$ cat config.mk
export PLATFORM = sky130hd
export DESIGN_NAME = system_status_port
export DESIGN_NICKNAME = d
export VERILOG_FILES = /design/src/hw/sys_status_pkg.sv /design/src/hw/parity_error_latch.sv /design/src/hw/system_status_port.sv
export VERILOG_INCLUDE_DIRS = /design/src /design/src/hw
export SDC_FILE = /design/constraint.sdc
export NUM_CORES = 1
export LEC_CHECK = 0
export BUFFER_PORTS_ARGS = -buffer_cell sky130_fd_sc_hd__buf_2
export CAP_MARGIN = 20
export CORE_AREA = 2 2 70 72
export DETAILED_ROUTE_END_ITERATION = 10
export DIE_AREA = 0 0 72 74
export GPL_ROUTABILITY_DRIVEN = 0
export PLACE_DENSITY = 0.93
export SETUP_SLACK_MARGIN = 0.1
export SKIP_CTS_REPAIR_TIMING = 1
export SYNTH_ARGS = -nofsm -noshare
export SYNTH_HDL_FRONTEND = slang
export SYNTH_SLANG_ARGS = --single-unit
export TNS_END_PERCENT = 20
$ cat constraint.sdc
create_clock -name aclk -period 2.74 [get_ports aclk]
set_clock_uncertainty 0.15 [all_clocks]
set_input_delay 0.548 -clock aclk [delete_from_list [all_inputs] [get_ports aclk]]
set_output_delay 0.548 -clock aclk [all_outputs]
set_load 0.01 [all_outputs]
$ cat src/hw/sys_status_consts.svh
// Purpose: Offsets, field positions and reset values of the status/control port block
// Assumes: Included by bare name from the design files
// Notes: Register positions are word indices; byte address is four times the index
`ifndef SYS_STATUS_CONSTS_SVH
`define SYS_STATUS_CONSTS_SVH

// ----------------------------------------------------------------
// Register indices
// ----------------------------------------------------------------
`define SSP_PORT_INDEX 8'h61
`define SSP_NMI_INDEX 8'h62

// ----------------------------------------------------------------
// Port field positions
// ----------------------------------------------------------------
`define SSP_BIT_PAR_ERR 7
`define SSP_BIT_IOCHK 6
`define SSP_BIT_T2_OUT 5
`define SSP_BIT_REFRESH 4
`define SSP_BIT_IOCHK_DIS 3
`define SSP_BIT_PAR_DIS 2
`define SSP_BIT_SPK_DATA 1
`define SSP_BIT_T2_GATE 0

// ----------------------------------------------------------------
// Software NMI register field positions
// ----------------------------------------------------------------
`define SSP_BIT_SW_NMI 0
`define SSP_BIT_NMI_STATE 1

// ----------------------------------------------------------------
// Reset values
// ----------------------------------------------------------------
`define SSP_CTRL_RST 4'h0
`define SSP_SW_NMI_RST 1'b0

`endif

$ cat src/hw/sys_status_pkg.sv
// Purpose: Shared types of the status/control port block
// Assumes: Nothing beyond the language
// Notes: Constants live in sys_status_consts.svh
`default_nettype none

package sys_status_pkg;

  typedef enum logic [1:0] {
    RESP_OKAY = 2'b00,
    RESP_SLVERR = 2'b10
  } axi_resp_t;

  typedef enum logic [0:0] {
    CH_IDLE = 1'b0,
    CH_RESP = 1'b1
  } chan_state_t;

endpackage

`default_nettype wire

$ cat src/hw/parity_error_latch.sv
// Purpose: Holds the memory parity error seen at the end of a local memory read
// Assumes: Read strobe and error flag come from logic on the same clock
// Notes: Latch changes only on a completed read
`default_nettype none

module parity_error_latch (
  // Clock and reset
  input wire logic aclk,
  input wire logic aresetn,
  // Memory read completion
  input wire logic rd_done,
  input wire logic rd_par_err,
  // Latched error
  output logic par_err_r
);

  // ----------------------------------------------------------------
  // Latch
  // ----------------------------------------------------------------
  // Error shows one clock after the read ends, then holds
  always_ff @(posedge aclk) begin
    if (!aresetn) begin
      par_err_r <= 1'b0;
    end else if (rd_done) begin
      par_err_r <= rd_par_err;
    end
  end

endmodule

`default_nettype wire

$ cat src/hw/system_status_port.sv
// Purpose: Legacy system status/control port with NMI generation, reached over AXI4-Lite
// Assumes: Channel check, timer 2 output and refresh toggle arrive from pins
// Notes: Port sits at word index 61h; software NMI control at index 62h
//
// Contract
// - Memory parity error raises NMI toward the processor.
// - Software can raise NMI independent of error detection.
// - Port at index 61h is decoded; its eight bits are read, and only bits 3..0 are written.
// - Bits 7..4 read status: parity, channel check, timer 2, refresh; writes ignored.
// - Bit 3 at 0 enables channel check, at 1 disables it.
// - Bit 2 at 0 enables parity check, at 1 disables it.
// - Bit 1 is stored and drives speaker data.
// - Bit 0 is stored and drives the timer 2 gate.
// - Latched parity error holds until a later clean memory read clears it.
`default_nettype none

`include "sys_status_consts.svh"

module system_status_port #(
  parameter int ADDR_W = 12
) (
  // Clock and reset
  input wire logic aclk,
  input wire logic aresetn,
  // AXI4-Lite write address
  input wire logic [ADDR_W-1:0] s_axi_awaddr,
  input wire logic s_axi_awvalid,
  output logic s_axi_awready,
  // AXI4-Lite write data
  input wire logic [31:0] s_axi_wdata,
  input wire logic [3:0] s_axi_wstrb,
  input wire logic s_axi_wvalid,
  output logic s_axi_wready,
  // AXI4-Lite write response
  output logic [1:0] s_axi_bresp,
  output logic s_axi_bvalid,
  input wire logic s_axi_bready,
  // AXI4-Lite read address
  input wire logic [ADDR_W-1:0] s_axi_araddr,
  input wire logic s_axi_arvalid,
  output logic s_axi_arready,
  // AXI4-Lite read data
  output logic [31:0] s_axi_rdata,
  output logic [1:0] s_axi_rresp,
  output logic s_axi_rvalid,
  input wire logic s_axi_rready,
  // Local memory read completion
  input wire logic mem_rd_done,
  input wire logic mem_rd_par_err,
  // Pins from the board
  input wire logic io_chan_chk,
  input wire logic timer2_out,
  input wire logic refresh_tgl,
  // Outputs to the board and processor
  output logic nmi,
  output logic speaker_data,
  output logic timer2_gate,
  output logic io_chk_disable,
  output logic par_chk_disable
);

  // ----------------------------------------------------------------
  // Elaboration checks
  // ----------------------------------------------------------------
  // Both registers need byte address bits up to 0x188
  if (ADDR_W < 9 || ADDR_W > 32) begin : g_bad_addr_w
    $error("ADDR_W must lie between 9 and 32");
  end

  // ----------------------------------------------------------------
  // Addresses
  // ----------------------------------------------------------------
  localparam logic [ADDR_W-1:0] PORT_ADDR = ADDR_W'({`SSP_PORT_INDEX, 2'b00});
  localparam logic [ADDR_W-1:0] NMI_ADDR = ADDR_W'({`SSP_NMI_INDEX, 2'b00});

  // ----------------------------------------------------------------
  // Pin synchronisers
  // ----------------------------------------------------------------
  localparam int NPIN = 3;
  logic [NPIN-1:0] pin_in;
  logic [NPIN-1:0] pin_meta_r;
  logic [NPIN-1:0] pin_sync_r;

  assign pin_in = {refresh_tgl, timer2_out, io_chan_chk};

  for (genvar i = 0; i < NPIN; i++) begin : g_sync
    always_ff @(posedge aclk) begin
      if (!aresetn) begin
        pin_meta_r[i] <= 1'b0;
        pin_sync_r[i] <= 1'b0;
      end else begin
        pin_meta_r[i] <= pin_in[i];
        pin_sync_r[i] <= pin_meta_r[i];
      end
    end
  end

  logic iochk_s;
  logic t2_out_s;
  logic refresh_s;
  assign iochk_s = pin_sync_r[0];
  assign t2_out_s = pin_sync_r[1];
  assign refresh_s = pin_sync_r[2];

  // ----------------------------------------------------------------
  // Parity error latch
  // ----------------------------------------------------------------
  logic par_err;

  parity_error_latch u_par_latch (
    .aclk(aclk),
    .aresetn(aresetn),
    .rd_done(mem_rd_done),
    .rd_par_err(mem_rd_par_err),
    .par_err_r(par_err)
  );

  // ----------------------------------------------------------------
  // Write channel
  // ----------------------------------------------------------------
  sys_status_pkg::chan_state_t wr_state_r;
  logic aw_held_r;
  logic w_held_r;
  logic [ADDR_W-1:0] awaddr_r;
  logic [31:0] wdata_r;
  logic [3:0] wstrb_r;
  logic [1:0] bresp_r;
  logic aw_take;
  logic w_take;
  logic aw_have;
  logic w_have;
  logic wr_fire;
  logic [ADDR_W-1:0] wr_addr;
  logic [31:0] wr_data;
  logic [3:0] wr_strb;
  logic wr_port;
  logic wr_nmi;

  // Channels are held until both have arrived; response follows both
  assign s_axi_awready = !aw_held_r && (wr_state_r == sys_status_pkg::CH_IDLE);
  assign s_axi_wready = !w_held_r && (wr_state_r == sys_status_pkg::CH_IDLE);
  assign aw_take = s_axi_awvalid && s_axi_awready;
  assign w_take = s_axi_wvalid && s_axi_wready;
  assign aw_have = aw_held_r || aw_take;
  assign w_have = w_held_r || w_take;
  assign wr_fire = aw_have && w_have && (wr_state_r == sys_status_pkg::CH_IDLE);
  assign wr_addr = aw_held_r ? awaddr_r : s_axi_awaddr;
  assign wr_data = w_held_r ? wdata_r : s_axi_wdata;
  assign wr_strb = w_held_r ? wstrb_r : s_axi_wstrb;
  assign wr_port = wr_fire && (wr_addr == PORT_ADDR) && wr_strb[0];
  assign wr_nmi = wr_fire && (wr_addr == NMI_ADDR) && wr_strb[0];

  always_ff @(posedge aclk) begin
    if (!aresetn) begin
      aw_held_r <= 1'b0;
      awaddr_r <= '0;
    end else if (wr_fire) begin
      aw_held_r <= 1'b0;
    end else if (aw_take) begin
      aw_held_r <= 1'b1;
      awaddr_r <= s_axi_awaddr;
    end
  end

  always_ff @(posedge aclk) begin
    if (!aresetn) begin
      w_held_r <= 1'b0;
      wdata_r <= 32'h0000_0000;
      wstrb_r <= 4'h0;
    end else if (wr_fire) begin
      w_held_r <= 1'b0;
    end else if (w_take) begin
      w_held_r <= 1'b1;
      wdata_r <= s_axi_wdata;
      wstrb_r <= s_axi_wstrb;
    end
  end

  always_ff @(posedge aclk) begin
    if (!aresetn) begin
      wr_state_r <= sys_status_pkg::CH_IDLE;
      bresp_r <= sys_status_pkg::RESP_OKAY;
    end else begin
      unique case (wr_state_r)
        sys_status_pkg::CH_IDLE: begin
          if (wr_fire) begin
            wr_state_r <= sys_status_pkg::CH_RESP;
            bresp_r <= (wr_addr == PORT_ADDR || wr_addr == NMI_ADDR) ?
                       sys_status_pkg::RESP_OKAY : sys_status_pkg::RESP_SLVERR;
          end
        end
        sys_status_pkg::CH_RESP: begin
          if (s_axi_bready) begin
            wr_state_r <= sys_status_pkg::CH_IDLE;
          end
        end
      endcase
    end
  end

  assign s_axi_bvalid = (wr_state_r == sys_status_pkg::CH_RESP);
  assign s_axi_bresp = bresp_r;

  // ----------------------------------------------------------------
  // Control bits
  // ----------------------------------------------------------------
  // Only bits 3..0 are stored; status bits take no write
  logic [3:0] ctrl_r;
  logic sw_nmi_r;

  always_ff @(posedge aclk) begin
    if (!aresetn) begin
      ctrl_r <= `SSP_CTRL_RST;
    end else if (wr_port) begin
      ctrl_r <= wr_data[3:0];
    end
  end

  always_ff @(posedge aclk) begin
    if (!aresetn) begin
      sw_nmi_r <= `SSP_SW_NMI_RST;
    end else if (wr_nmi) begin
      sw_nmi_r <= wr_data[`SSP_BIT_SW_NMI];
    end
  end

  assign io_chk_disable = ctrl_r[`SSP_BIT_IOCHK_DIS];
  assign par_chk_disable = ctrl_r[`SSP_BIT_PAR_DIS];
  assign speaker_data = ctrl_r[`SSP_BIT_SPK_DATA];
  assign timer2_gate = ctrl_r[`SSP_BIT_T2_GATE];

  // ----------------------------------------------------------------
  // Status and NMI
  // ----------------------------------------------------------------
  logic iochk_seen;
  logic par_nmi;
  logic nmi_r;
  logic [7:0] port_val;

  // Channel check is reported only while its check is enabled
  assign iochk_seen = iochk_s && !ctrl_r[`SSP_BIT_IOCHK_DIS];
  assign par_nmi = par_err && !ctrl_r[`SSP_BIT_PAR_DIS];

  always_ff @(posedge aclk) begin
    if (!aresetn) begin
      nmi_r <= 1'b0;
    end else begin
      nmi_r <= par_nmi || iochk_seen || sw_nmi_r;
    end
  end

  assign nmi = nmi_r;

  assign port_val = {par_err, iochk_seen, t2_out_s, refresh_s, ctrl_r};

  // ----------------------------------------------------------------
  // Read channel
  // ----------------------------------------------------------------
  sys_status_pkg::chan_state_t rd_state_r;
  logic [31:0] rdata_r;
  logic [1:0] rresp_r;
  logic ar_take;

  assign s_axi_arready = (rd_state_r == sys_status_pkg::CH_IDLE);
  assign ar_take = s_axi_arvalid && s_axi_arready;

  always_ff @(posedge aclk) begin
    if (!aresetn) begin
      rd_state_r <= sys_status_pkg::CH_IDLE;
      rdata_r <= 32'h0000_0000;
      rresp_r <= sys_status_pkg::RESP_OKAY;
    end else begin
      unique case (rd_state_r)
        sys_status_pkg::CH_IDLE: begin
          if (ar_take) begin
            rd_state_r <= sys_status_pkg::CH_RESP;
            rresp_r <= sys_status_pkg::RESP_OKAY;
            if (s_axi_araddr == PORT_ADDR) begin
              rdata_r <= {24'h00_0000, port_val};
            end else if (s_axi_araddr == NMI_ADDR) begin
              rdata_r <= {30'h0000_0000, nmi_r, sw_nmi_r};
            end else begin
              rdata_r <= 32'h0000_0000;
              rresp_r <= sys_status_pkg::RESP_SLVERR;
            end
          end
        end
        sys_status_pkg::CH_RESP: begin
          if (s_axi_rready) begin
            rd_state_r <= sys_status_pkg::CH_IDLE;
          end
        end
      endcase
    end
  end

  assign s_axi_rvalid = (rd_state_r == sys_status_pkg::CH_RESP);
  assign s_axi_rdata = rdata_r;
  assign s_axi_rresp = rresp_r;

endmodule

`default_nettype wire

==> results of run 1 <==
synthesized netlist by cell type (3+ instances only):
| cell type | number |
|---|---|
| a22oi_1 | 8 |
| and2_1 | 6 |
| and3_1 | 3 |
| buf_2 | 3 |
| buf_4 | 26 |
| clkbuf_1 | 5 |
| dfxtp_1 | 44 |
| mux2i_1 | 24 |
| nand2_1 | 9 |
| nand2b_1 | 6 |
| nand3b_1 | 4 |
| nor2_1 | 8 |
| nor2b_1 | 30 |
| o211ai_1 | 3 |
| o21ai_0 | 4 |
registers in the layout, indices dropped and copies added, names as in the netlist, 3 cells and up:
| signal | flops |
|---|---|
| awaddr_r | 12 |
| s_axi_rdata | 8 |
| ctrl_r | 4 |
| wdata_r | 4 |
| pin_meta_r | 3 |
cell families after synthesis:
kind of cell	after synthesis	synth area share, %
other cells	1	0.1798
flops	44	42.23
compound gates	29	10.56
mux	25	12.06
simple gates	78	23.64
buf+inv	36	11.34
routing by layer:
layer	GRT usage, %	wire length, microns	up-vias
met5	0	0	-
li1	-	-	799
met3	5.014	263	7
met1	17.71	1738	718
met4	5.241	61	0
met2	26.85	1989	61
through the flow:
step / instances / area [sq um] / utilization [%]
global placement: 318 / 2318 / 50.42
finish: 326 / 2409 / 52.38
detailed placement: 318 / 2318 / 50.42
floorplan: 238 / 2180 / -
global route: 326 / 2409 / 52.38
CTS: 326 / 2409 / 52.38
power by group:
group / leakage [nW] / switching (W) / internal, W
clock network: 0.0455 / 0.000207 / 0.000206
logic: 0.761 / 0.0000932 / 0.0000820
registers: 0.359 / 0.0000240 / 0.000666
total: 1.17 / 0.000324 / 0.000954
layout make-up:
type                            count  area, sq um  area share [%]
Sequential cell                    44        880.8           36.57
Tap cell                           54        67.56           2.805
Clock buffer                        8        90.09           3.740
Timing Repair Buffer               60        300.3           12.47
Multi-Input combinational cell    158         1062           44.10
Inverter                            2        7.507          0.3117
worst paths after layout:
path | end | start | cells after the start
worst max-delay path | awaddr_r[6] | w_held_r | 4
worst min-delay path | iochk_s | pin_meta_r[0] | 1
worst max register to register | awaddr_r[6] | w_held_r | 4
worst min register to register | iochk_s | pin_meta_r[0] | 1
==> impl_metrics.tcl, run 1 <==
set metrics [dict create \
    status "completed" \
    cp-end-kind "flip-flop" \
    antenna_cells_inserted 0 \
    floorplan.initialDensity_pct 45.36 \
    synthDistinctLibCells 38 \
    wirelength_mm 4.052 \
    crit_path_top_delay_cell "nand3b_1" \
    post_synthesis_area_per_instance_sq_um 9.792 \
    core.rowCount 25 \
    path_buf_inv 0 \
    flow.area_growth_from_synthesis_pct 15.48 \
    layout_commonest_cell "buf_2" \
    grt_max_degree 48 \
    ys_seq_area_share_pct 42.23 \
    top_library_cells_by_usage_in_the_layout_fill_and_taps_aside "60 x buf_2, 44 x dfxtp_1, 30 x nor2b_1" \
    remaining_drc_errors 0 \
    clk_latency_ns 0.29 \
    worst_path_max_fanout 12 \
    netlist.top_cell.by_area "dfxtp_1" \
    arrival_time_of_the_worst_setup_path_ns 2.03 \
    fin_nets 343 \
    port_buffers 60 \
    cts_num_sinks 44 \
    first_iter_violations 58 \
    crit_required_ns 2.77 \
    totalNegativeSetupSlack_ns 0 \
    placeableCoreArea_sq_mm 0.004598 \
    top_area_cell_type_share_of_the_netlist_area_pct 42.23 \
    cp-start-kind "flip-flop" \
    reg2reg_slack_ns 0.75 \
    ys_warn_count 0 \
    finalWorstPathRequiredPeriod_ns 1.994 \
    final-max-slew-violation-count 0 \
    asyncSetResetFlopFracSynth_pct 0 \
    hp_class "flip-flop to flip-flop" \
    cell_class_contributing_the_biggest_share_of_worst_path_delay "simple AND/OR/NAND/NOR gates" \
    power_w 0.001277 \
    setup_viol_count_final 0 \
    postSynth.topFlopCell "dfxtp_1" \
    cts_root_buffer "clkbuf_8" \
    ctsLongestPathBuffers 2 \
    static_power_due_to_leakage_nw 1.166 \
    track_usage_pct 15.31 \
    chipWidth_microns 72 \
    worstMarginPinSlew_ns 0.7589 \
    htreeDepth 2 \
    initial_antenna_violation_count 0 \
    postRouteAntennaNets 0 \
    preCtsSetupSlack_ns 0.5848 \
    clk_pin_slew_worst_paths_ns 0.08 \
    filler_cell_count 444 \
    fin_worst_hold_slack_ns 0.2777 \
    grt_first_pass_wirelength_mm 6.354 \
    maxCapViolations 0 \
    syn-cell-area_sq_mm 0.002086 \
    number_of_enable_type_register_cells_in_the_synthesized_netlist 0 \
    detailroute.via_count 1585 \
    vdd_ir_drop_max_uv 313.8 \
    worst_slew_margin_rel_pct 49.25 \
    power.density_mw_per_mm2 530.4 \
    grt_pass1_vias 1461 \
    overflow 0 \
    dp.final_hpwl_mm 3.091 \
    critPathMaxStageDelay_ns 0.57 \
    unrepaired_setup_endpoints_after_global_routing "no" \
    die_y_microns 74 \
    cts_tree "yes" \
    detail_route.first_pass.iterations 4 \
    io_pins 118 \
    post_drt_wl_per_cell_microns 12.43 \
    critical_path.cell_chain "nor3_1 -> nand3b_1 -> mux2i_1 -> nor2b_1" \
    critical_path_class "flip-flop to flip-flop" \
    postSynthRegisterBits 44 \
    drive_above_1_share_pct 26.84 \
    finalHoldViolCount 0 \
    fmax_ghz 0.5014 \
    post-route-period-util_pct 72.79 \
    synth_top_cells_by_area "dfxtp_1 42%, mux2i_1 12%, buf_4 9.4%, nor2b_1 9.0%, a22oi_1 2.9%" \
    dr_vias_cell 4.862 \
    postLayoutSetupSlackWorst_ns 0.7456 \
    numCtsBuffers 5 \
    design.die.area_sq_mm 0.005328 \
    synthCells 213 \
]
Note: power is estimated with default switching activity, not from simulation.
==> run 2: changes to the inputs <==
Settings changed: CORE_AREA 2 2 70 72 to 2 2 72 74, DIE_AREA 0 0 72 74 to 0 0 74 76, PLACE_DENSITY 0.93 to 0.89.
Clock period 2.74 ns to 2 ns, I/O delays scaled along.
==> run 2 against run 1 <==
Design area is 1.6% higher. Wire length decreased by 0.54%. Sequential share of layout area shrank 0.53 points. Largest power group unchanged. Combinational power increased by 42%. Global-route usage down 0.46 points. Register-to-register slack got worse by 0.58 ns.
==> impl_metrics.tcl, run 2 (same netlist as run 1, synthesis figures left out) <==
set metrics [dict create \
    htreeDepth 2 \
    numCtsBuffers 5 \
    initial_antenna_violation_count 0 \
    final_design_area_no_fill_sq_mm 0.002447 \
    met2_wirelength_from_detailed_routing_mm 1.912 \
    fin_nets 347 \
    critPathMaxStageDelay_ns 0.51 \
    wirelength_mm 4.030 \
    post-route-period-util_pct 91.91 \
    core.rowCount 26 \
    arrival_time_of_the_worst_setup_path_ns 1.86 \
    postRouteAntennaNets 0 \
    preCtsSetupSlack_ns -0.0009159 \
    top_library_cells_by_usage_in_the_layout_fill_and_taps_aside "60 x buf_2, 43 x dfxtp_1, 30 x nor2b_1" \
    routed.top_layer "met4" \
    track_usage_pct 14.86 \
    die_y_microns 76 \
    ctsLongestPathBuffers 2 \
    crit_required_ns 2.02 \
    drive_above_1_share_pct 28.36 \
    grt_first_pass_wirelength_mm 6.610 \
    fmax_ghz 0.5440 \
    registers.top_by_ff_count "awaddr_r" \
    placeableCoreArea_sq_mm 0.004912 \
    placement.cell_area_sq_mm 0.002369 \
    detailroute.via_count 1593 \
    layout_commonest_cell "buf_2" \
    maxCapViolations 0 \
    cp-start-kind "flip-flop" \
    finalHoldViolCount 0 \
    port_buffers 60 \
    clk_pin_slew_worst_paths_ns 0.08 \
    final-max-slew-violation-count 0 \
    dr_vias_cell 4.617 \
    critical_path_class "flip-flop to flip-flop" \
    wl_met3_microns 321 \
    overflow 0 \
    antenna_cells_inserted 0 \
    dp_cells 338 \
    critical_path.cell_chain "or4b_1 -> o22ai_2 -> o2111ai_2 -> mux2i_1" \
    cts_num_sinks 44 \
    finish.cell_count_without_fillers 345 \
    post_drt_wl_per_cell_microns 11.68 \
    cts_tree "yes" \
    first_iter_violations 69 \
    worst_path_max_fanout 12 \
    grt_max_degree 19 \
    met1Wirelength_mm 1.762 \
    design.die.area_sq_mm 0.005624 \
    power.density_mw_per_mm2 700.7 \
    detail_route.first_pass.iterations 4 \
    clk_latency_ns 0.29 \
    power_w 0.001715 \
    cts_root_buffer "clkbuf_8" \
    cp-end-kind "flip-flop" \
    remaining_drc_errors 0 \
    static_power_due_to_leakage_nw 1.181 \
    hp_class "primary input to flip-flop" \
    io_pins 118 \
    unrepaired_setup_endpoints_after_global_routing "yes" \
    chipWidth_microns 74 \
    vdd_ir_drop_max_uv 436.9 \
    setup_viol_count_final 0 \
    grt_pass1_vias 1530 \
    postLayoutSetupSlackWorst_ns 0.1618 \
    largest_reg_flops 12 \
    floorplan.initialDensity_pct 42.46 \
    totalNegativeSetupSlack_ns 0 \
    crit_path_top_delay_cell "or4b_1" \
    status "completed" \
    flow.area_growth_from_synthesis_pct 17.34 \
    finalWorstPathRequiredPeriod_ns 1.838 \
    dp.final_hpwl_mm 3.102 \
]
-- run 2: cell count changes in the layout (fill, tap and decap cells not counted) --
cell      delta
clkbuf_1     -1
clkbuf_8     -1
dfxtp_2      +1
buf_4        +4
clkinv_2     +1
dfxtp_1      -1
-- run 2: where the power goes --
part,switching (W),internal [W]
registers,0.0000296,0.000913
clock network,0.000286,0.000238
logic,0.000131,0.000118
-- run 2: path summary, 6_finish.rpt --
kind,end,startpoint,cells after the start,slack (ns)
worst max register to register,ctrl_r[2],aw_held_r,4,0.16
worst min-delay path,pin_meta_r[2],refresh_tgl,2,0.17
worst max-delay path,ctrl_r[2],aw_held_r,4,0.16
worst min register to register,t2_out_s,pin_meta_r[1],1,0.28
-- run 2: worst max-delay path, delay by kind of cell (launching register included) --
| family | cells | cell delay (ns) |
|---|---|---|
| flops | 1 | 0.39 |
| compound gates | 2 | 0.48 |
| simple gates | 1 | 0.51 |
| mux | 1 | 0.19 |
-- run 2: cell type report --
| cell class | count | area (sq um) |
|---|---|---|
| Fill cell | 468 | 2465 |
| Multi-Input combinational cell | 158 | 1062 |
| Sequential cell | 44 | 882.1 |
| Timing Repair Buffer | 64 | 330.3 |
| Tap cell | 70 | 87.58 |
| Clock buffer | 6 | 72.57 |
| Inverter | 2 | 7.507 |
| Clock inverter | 1 | 5.005 |
-- run 2: per-stage QoR --
stage / hold WS [ns] / util (%)
2_1_floorplan: 0.2619 / -
3_5_place_dp: 0.2693 / 48.22
6_report: 0.1679 / 49.82
4_1_cts: 0.1529 / 49.80
3_3_place_gp: 0.2664 / 48.22
5_1_grt: 0.1517 / 49.82
-- run 2: per-layer routing --
layer,vias up,global-route usage (%)
met5,-,0
met4,0,4.364
li1,804,-
met1,719,18.11
met3,6,4.894
met2,64,24.55
